===== config.mk =====
export PLATFORM = sky130hd
export DESIGN_NAME = oahr_core
export DESIGN_NICKNAME = d
export VERILOG_FILES = /design/src/shared/oahr_pkg.sv /design/src/hw/oahr_core.sv /design/src/hw/oahr_div.sv
export SDC_FILE = /design/constraint.sdc
export NUM_CORES = 1
export LEC_CHECK = 0
export ABC_AREA = 1
export BUFFER_PORTS_ARGS = -buffer_cell sky130_fd_sc_hd__buf_4
export CAP_MARGIN = 20
export CORE_AREA = 2 2 118 120
export DETAILED_ROUTE_END_ITERATION = 10
export DIE_AREA = 0 0 120 122
export MAX_ROUTING_LAYER = met4
export PLACE_DENSITY = 0.7
export SLEW_MARGIN = 20
export SYNTH_ARGS = -nofsm -noshare
export SYNTH_HDL_FRONTEND = slang
export SYNTH_SLANG_ARGS = --single-unit

===== constraint.sdc =====
create_clock -name CLK -period 2.2 [get_ports CLK]
set_input_delay 0.22 -clock CLK [delete_from_list [all_inputs] [get_ports CLK]]
set_output_delay 0.22 -clock CLK [all_outputs]
set_load 0.005 [all_outputs]

===== src/shared/oahr_pkg.sv =====
// constants and carrier types for the osd attribute, height and row-space block
// assumes a 16-bit internal register bus from the serial receiver, sync pins active high
// How it works
// with extended codes enabled, a character's two select bits pick one of four stored sets
// set 3 sits in bits 15-12, set 2 in 11-8, set 1 in 7-4 and set 0 in 3-0
// the controller programs the sets first and then picks one per character
// with auto height on, the controller loads the reference field, bits 13-8, with 1 to 63
// with auto height on and a reference set, height is lines per frame over the reference
// an auto height below 18 lines is raised to 18 lines
// with auto height off, height comes from the manual height field
// the row space field, bits 4-0, gives the blank lines on each side of a row and resets to zero
// spacing is split evenly by extending both the first and last scan line of a row
// total spacing lines between rows are the row space field times two
// reserved bits 15-14 and 7-5 of the height and spacing register ignore writes, read zero
// register changes take effect only at the next vertical frame boundary
package oahr_pkg;
  localparam logic [3:0] OAHR_COL_EXT_SETS = 4'h3;
  localparam logic [3:0] OAHR_COL_AUTO_ROW = 4'h4;
  localparam logic [15:0] OAHR_EXT_SETS_RST = 16'h0000;
  localparam logic [15:0] OAHR_AUTO_ROW_RST = 16'h0000;
  localparam logic [15:0] OAHR_AUTO_ROW_MASK = 16'h3f1f;
  localparam int OAHR_SET_W = 4;
  localparam int OAHR_AUTO_HEIGHT_REFERENCE_LSB = 8;
  localparam int OAHR_RS_LSB = 0;
  localparam logic [5:0] OAHR_MIN_HEIGHT = 6'h12;
  localparam logic [5:0] OAHR_MAX_HEIGHT = 6'h3f;
  localparam logic [5:0] OAHR_RST_HEIGHT = 6'h12;
  localparam int OAHR_RS_SCALE = 2;

  typedef struct packed {
    logic blink;
    logic shadow;
    logic raster_intensity;
    logic char_intensity;
  } oahr_attr_t;

  typedef struct packed {
    logic stb;
    logic [3:0] col;
    logic [15:0] data;
  } oahr_wr_t;
endpackage


===== src/hw/oahr_core.sv =====
// extended attribute sets, auto character height and symmetric row spacing
// assumes writes arrive decoded from the serial receiver; sync pins are asynchronous
`timescale 1ns/1ps
`default_nettype none
module oahr_core
  import oahr_pkg::*;
#(
  parameter int LINE_W = 11
)(
  input wire logic CLK,
  input wire logic SYS_RST,
  input wire oahr_wr_t WR_REQ,
  input wire logic [3:0] RD_COL,
  output logic [15:0] RD_DATA,
  input wire logic HFLB,
  input wire logic VFLB,
  input wire logic EXTENDED_CODE_ENABLE,
  input wire logic AUTO_HEIGHT_ENABLE,
  input wire logic [5:0] MANUAL_CHAR_HEIGHT,
  input wire logic CHAR_CODE_SELECT_HI,
  input wire logic CHAR_CODE_SELECT_LO,
  input wire oahr_attr_t CHAR_ATTR_IN,
  output oahr_attr_t ATTR_OUT,
  output logic [5:0] CHAR_HEIGHT,
  output logic [4:0] ROW_PAD_TOP,
  output logic [4:0] ROW_PAD_BOTTOM,
  output logic [6:0] ROW_PITCH,
  output logic [LINE_W-1:0] LINES_PER_FRAME
);
  function automatic oahr_attr_t pick_set(input logic [15:0] sets, input logic [1:0] code);
    pick_set = oahr_attr_t'(sets[code*OAHR_SET_W +: OAHR_SET_W]);
  endfunction

  // pin synchronisers, third stage for edge detect
  logic [2:0] hs_reg, hs_next;
  logic [2:0] vs_reg, vs_next;
  logic h_edge, v_edge;

  always_comb
  begin
    hs_next = {hs_reg[1:0], HFLB};
    vs_next = {vs_reg[1:0], VFLB};
  end

  always_ff @(posedge CLK)
  begin
    if (SYS_RST)
    begin
      hs_reg <= 3'h0;
      vs_reg <= 3'h0;
    end
    else
    begin
      hs_reg <= hs_next;
      vs_reg <= vs_next;
    end
  end

  assign h_edge = hs_reg[1] & ~hs_reg[2];
  assign v_edge = vs_reg[1] & ~vs_reg[2];

  // pending registers written by the controller, active copies per frame
  logic [15:0] ext_pend_reg, ext_pend_next;
  logic [15:0] ar_pend_reg, ar_pend_next;
  logic [15:0] ext_act_reg, ext_act_next;
  logic [15:0] ar_act_reg, ar_act_next;
  logic [15:0] rd_reg, rd_next;

  always_comb
  begin
    ext_pend_next = ext_pend_reg;
    ar_pend_next = ar_pend_reg;
    ext_act_next = ext_act_reg;
    ar_act_next = ar_act_reg;
    if (WR_REQ.stb && WR_REQ.col == OAHR_COL_EXT_SETS)
      ext_pend_next = WR_REQ.data;
    // reserved bits dropped
    if (WR_REQ.stb && WR_REQ.col == OAHR_COL_AUTO_ROW)
      ar_pend_next = WR_REQ.data & OAHR_AUTO_ROW_MASK;
    // frame boundary commit
    if (v_edge)
    begin
      ext_act_next = ext_pend_reg;
      ar_act_next = ar_pend_reg;
    end
    unique case (RD_COL)
      OAHR_COL_EXT_SETS: rd_next = ext_pend_reg;
      OAHR_COL_AUTO_ROW: rd_next = ar_pend_reg;
      default: rd_next = 16'h0000;
    endcase
  end

  always_ff @(posedge CLK)
  begin
    if (SYS_RST)
    begin
      ext_pend_reg <= OAHR_EXT_SETS_RST;
      ar_pend_reg <= OAHR_AUTO_ROW_RST;
      ext_act_reg <= OAHR_EXT_SETS_RST;
      ar_act_reg <= OAHR_AUTO_ROW_RST;
      rd_reg <= 16'h0000;
    end
    else
    begin
      ext_pend_reg <= ext_pend_next;
      ar_pend_reg <= ar_pend_next;
      ext_act_reg <= ext_act_next;
      ar_act_reg <= ar_act_next;
      rd_reg <= rd_next;
    end
  end

  logic [5:0] auto_height_reference;
  logic [4:0] rs;
  assign auto_height_reference = ar_act_reg[OAHR_AUTO_HEIGHT_REFERENCE_LSB +: 6];
  assign rs = ar_act_reg[OAHR_RS_LSB +: 5];

  // attribute lookup
  logic [1:0] code_sel;
  oahr_attr_t attr_reg, attr_next;
  assign code_sel = {CHAR_CODE_SELECT_HI, CHAR_CODE_SELECT_LO};

  always_comb
  begin
    // set chosen by code
    if (EXTENDED_CODE_ENABLE)
      attr_next = pick_set(ext_act_reg, code_sel);
    else
      attr_next = CHAR_ATTR_IN;
  end

  always_ff @(posedge CLK)
  begin
    if (SYS_RST)
      attr_reg <= '0;
    else
      attr_reg <= attr_next;
  end

  // line counting and height
  logic [LINE_W-1:0] lcnt_reg, lcnt_next;
  logic [LINE_W-1:0] lpf_reg, lpf_next;
  logic [5:0] hgt_reg, hgt_next;
  logic [6:0] pitch_reg, pitch_next;
  logic [LINE_W-1:0] quo;
  logic div_done, div_start, auto_on;

  assign auto_on = AUTO_HEIGHT_ENABLE && (auto_height_reference != 6'h00);
  assign div_start = v_edge && AUTO_HEIGHT_ENABLE && (ar_pend_reg[OAHR_AUTO_HEIGHT_REFERENCE_LSB +: 6] != 6'h00);

  oahr_div #(.DW(LINE_W)) u_div (
    .clk(CLK),
    .rst(SYS_RST),
    .start(div_start),
    .dividend(lcnt_reg),
    .divisor(ar_pend_reg[OAHR_AUTO_HEIGHT_REFERENCE_LSB +: 6]),
    .quotient(quo),
    .done(div_done)
  );

  always_comb
  begin
    lcnt_next = lcnt_reg;
    lpf_next = lpf_reg;
    hgt_next = hgt_reg;
    if (v_edge)
    begin
      lpf_next = lcnt_reg;
      lcnt_next = '0;
    end
    else if (h_edge && lcnt_reg != {LINE_W{1'b1}})
      lcnt_next = lcnt_reg + 1'b1;
    if (!auto_on)
    begin
      // manual height at frame start
      if (v_edge)
        hgt_next = MANUAL_CHAR_HEIGHT;
    end
    else if (div_done)
    begin
      // lines over reference, floor 18
      if (quo < LINE_W'(OAHR_MIN_HEIGHT))
        hgt_next = OAHR_MIN_HEIGHT;
      else if (quo > LINE_W'(OAHR_MAX_HEIGHT))
        hgt_next = OAHR_MAX_HEIGHT;
      else
        hgt_next = quo[5:0];
    end
    // pitch with rs on each side
    pitch_next = 7'(hgt_reg + OAHR_RS_SCALE * rs);
  end

  always_ff @(posedge CLK)
  begin
    if (SYS_RST)
    begin
      lcnt_reg <= '0;
      lpf_reg <= '0;
      hgt_reg <= OAHR_RST_HEIGHT;
      pitch_reg <= 7'(OAHR_RST_HEIGHT);
    end
    else
    begin
      lcnt_reg <= lcnt_next;
      lpf_reg <= lpf_next;
      hgt_reg <= hgt_next;
      pitch_reg <= pitch_next;
    end
  end

  assign RD_DATA = rd_reg;
  assign ATTR_OUT = attr_reg;
  assign CHAR_HEIGHT = hgt_reg;
  // equal pad both ends
  assign ROW_PAD_TOP = rs;
  assign ROW_PAD_BOTTOM = rs;
  assign ROW_PITCH = pitch_reg;
  assign LINES_PER_FRAME = lpf_reg;
endmodule
`default_nettype wire


===== src/hw/oahr_div.sv =====
// serial restoring divider, one quotient bit per clock
// assumes start is a one-cycle pulse and divisor is nonzero
`timescale 1ns/1ps
`default_nettype none
module oahr_div
  import oahr_pkg::*;
#(
  parameter int DW = 11
)(
  input wire logic clk,
  input wire logic rst,
  input wire logic start,
  input wire logic [DW-1:0] dividend,
  input wire logic [5:0] divisor,
  output logic [DW-1:0] quotient,
  output logic done
);
  typedef enum logic {OAHR_D_IDLE, OAHR_D_RUN} oahr_dstate_t;
  oahr_dstate_t st_reg, st_next;
  logic [DW-1:0] dvd_reg, dvd_next;
  logic [DW-1:0] quo_reg, quo_next;
  logic [5:0] rem_reg, rem_next;
  logic [5:0] dsr_reg, dsr_next;
  logic [$clog2(DW+1)-1:0] cnt_reg, cnt_next;
  logic done_reg, done_next;
  logic [6:0] rem_sh;

  always_comb
  begin
    st_next = st_reg;
    dvd_next = dvd_reg;
    quo_next = quo_reg;
    rem_next = rem_reg;
    dsr_next = dsr_reg;
    cnt_next = cnt_reg;
    done_next = 1'b0;
    rem_sh = {rem_reg, dvd_reg[DW-1]};
    unique case (st_reg)
      OAHR_D_IDLE:
      begin
        if (start)
        begin
          dvd_next = dividend;
          dsr_next = divisor;
          rem_next = 6'h00;
          quo_next = '0;
          cnt_next = ($clog2(DW+1))'(DW);
          st_next = OAHR_D_RUN;
        end
      end
      OAHR_D_RUN:
      begin
        dvd_next = {dvd_reg[DW-2:0], 1'b0};
        if (rem_sh >= {1'b0, dsr_reg})
        begin
          rem_next = 6'(rem_sh - {1'b0, dsr_reg});
          quo_next = {quo_reg[DW-2:0], 1'b1};
        end
        else
        begin
          rem_next = rem_sh[5:0];
          quo_next = {quo_reg[DW-2:0], 1'b0};
        end
        cnt_next = cnt_reg - 1'b1;
        if (cnt_reg == 1)
        begin
          st_next = OAHR_D_IDLE;
          done_next = 1'b1;
        end
      end
    endcase
  end

  always_ff @(posedge clk)
  begin
    if (rst)
    begin
      st_reg <= OAHR_D_IDLE;
      dvd_reg <= '0;
      quo_reg <= '0;
      rem_reg <= 6'h00;
      dsr_reg <= 6'h01;
      cnt_reg <= '0;
      done_reg <= 1'b0;
    end
    else
    begin
      st_reg <= st_next;
      dvd_reg <= dvd_next;
      quo_reg <= quo_next;
      rem_reg <= rem_next;
      dsr_reg <= dsr_next;
      cnt_reg <= cnt_next;
      done_reg <= done_next;
    end
  end

  assign quotient = quo_reg;
  assign done = done_reg;
endmodule
`default_nettype wire


==> results.txt <==
Register area share after synthesis - 0.472
Most frequent cells in the layout - dfxtp_1 (155), nand2_1 (140), inv_1 (111)
Layout fillers - 1266
Placed Area - 7320 sq um
Synth Instances - 863
Hold slack - 6.06 ps
Setup bufs post-CTS - 0
Highest fanout seen on the critical path - 6
Pwr Density - 779 nW/um^2
Status - complete, no violations
H-tree Lvls - 4
Slew headroom - 0.685
Die Area - 14600 sq um
Post-route DRC - 0
Final setup violation count - 0
Most common cell after layout, fill and taps aside - dfxtp_1
Via Count - 5704
Initial Util - 0.487
Storage cell area - 3100 sq um
Dpl hpwl - 10500 um
Startpoint types - flip-flop
Resized Gates After CTS - 0
Area occupied by multi-input gates - 2760 sq um
Worst-path clk slew - 60 ps
Die width - 120 um
Type of the worst min-delay path - in -> reg
Crit path kind - reg -> reg
Initial antenna violation count - 0
Final worst slack - 521 ps
Routed WL per cell - 13.3 um
Synth warnings - 0
Leak Pwr - 3.34 nW
Crit path from - u_div.dsr_reg[2]$_SDFFE_PP0P_
CP Capture Type - flip-flop
Number of buffers created by CTS - 17
GR Overflow Total - 0
Ports - 97
Place WS - 576 ps
Final Hold Fails - 0
Post-synth cell types - 38
GRT Util Overall - 0.225
Cell Rows - 43
Seq cells post-synth - 155
Fin cells - 1129
Gpl congestion - 0.868
1st-pass router iterations - 7
Worst r2r path cells - 9
Fin crit share - 0.763
Unrepaired setup endpoints after global routing - false
Syn_nets - 922
Min-delay src - VFLB
R2R Path Start - u_div.dsr_reg[2]$_SDFFE_PP0P_
ANT nets after route - 0
CTS Sinks - 155
Initial DRC count - 362
Area Growth Syn to Fin - 20.1%
Post-synth top area share - 0.472
Die height - 122 um
Nets - 997
VDD IR max - 0.000544 V
First-pass GRT wire length - 25500 um
WP data required - 2570 ps
Number of flops mapped to enable cells by yosys - 0
Hold-fix buffer count after cts - 1
Clk root buf - clkbuf_16
# diodes - 0
Slew of the pin with the lowest slew margin - 471 ps
Layout cells sized above 1 - 0.163
Vias in the first global route - 5391
Top FF cell, synth - dfxtp_1
Achievable Freq - 596 MHz
Clk_skew - 7.92 ps
Final slew viol count - 0
Skew-Pair Late Insertion Delay - 430 ps
Tmin final - 1680 ps
Detailed-route vias per instance - 5.05
Placed Cells - 1098
Design area - 7900 sq um
Synth area leaders - dfxtp_1 (47%), nand2_1 (8.0%), o21ai_0 (8.0%), a21oi_1 (7.5%), inv_1 (6.3%)
Max-cap check violation count - 0
Largest net degree at the start of global routing - 73
CTS tree - done
Yosys top cell by area - dfxtp_1
Fraction of registers with async set/reset - 0
IO Port Bufs - 96
Synth Cell Area - 6570 sq um
Syn avg cell area - 7.62 sq um
Worst hold path stage count - 3
CP Data Arrival Time - 2050 ps
Setup tns final - 0 ps
Final WL - 15000 um
Core Box Area - 13500 sq um
CTS Buffer Depth - 2
## cell type report
class                           instances  share of cell area
Sequential cell                       155               0.393
Multi-Input combinational cell        542               0.349
Timing Repair Buffer                  106               0.103
Clock buffer                           24              0.0597
Inverter                              116              0.0555
Tap cell                              180              0.0285
Clock inverter                          6              0.0114
## Yosys cell counts, types with 2 or more instances
master / n
nand2_1: 140
buf_2: 15
buf_4: 13
nor2_4: 2
o22ai_1: 14
nand3b_1: 5
nand4_1: 10
dfxtp_1: 155
nor2_2: 3
fa_1: 2
nor2_1: 74
nor3_1: 8
o21ai_2: 2
o21ai_0: 105
inv_1: 111
a21oi_1: 98
xor2_1: 2
clkbuf_1: 20
nand2_4: 2
nand3_1: 39
a21oi_2: 4
nand3_2: 2
o211ai_1: 6
ha_1: 14
inv_2: 4
## metrics by stage
| step | power (mW) | util |
|---|---|---|
| finish | 6.15 | 0.585 |
| global route | 6.36 | 0.585 |
| CTS | 6.19 | 0.585 |
| detailed placement | 3.39 | 0.542 |
| global placement | 3.38 | 0.542 |
| floorplan | 3.21 | - |
## critical path: stages, from the launching register on
cell and delay (ps):
dfxtp_1 320, inv_1 50, ha_1 380, a21oi_2 180, nand2_1 100, nand2_1 180, nand3_2 160, nand2_1 100
nand3_1 70, nand2_1 80
## power breakdown
group / internal (mW) / total, mW / switching, mW
clock network: 1.72 / 2.82 / 1.10
registers: 2.88 / 2.92 / 0.0394
logic: 0.179 / 0.406 / 0.228
## metal layers
metal / vias up / part of all wire / global-route usage
met2: 121 / 0.47 / 0.354
li1: 2946 / - / -
met1: 2611 / 0.46 / 0.284
met5: - / 0 / -
met4: 0 / 0.022 / 0.0919
met3: 26 / 0.042 / 0.0463
## worst paths after layout
check	end	slack, ps
hold / removal	vs_reg[0]$_SDFF_PP0_	6
setup / recovery	u_div.rem_reg[0]$_SDFFE_PP0P_	520
hold reg to reg	vs_reg[1]$_SDFF_PP0_	430
setup reg to reg	u_div.rem_reg[0]$_SDFFE_PP0P_	520
## logic make-up (layout without fill, tap and decap cells)
group / Yosys count / in the layout / synth area share
compound gates: 232 / 232 / 0.186
buf+inv: 166 / 252 / 0.108
simple gates: 291 / 291 / 0.197
fa+ha+maj: 16 / 16 / 0.0327
xor+xnor: 3 / 3 / 0.00400
flops: 155 / 155 / 0.472
Note: power is estimated with default switching activity, not from simulation.
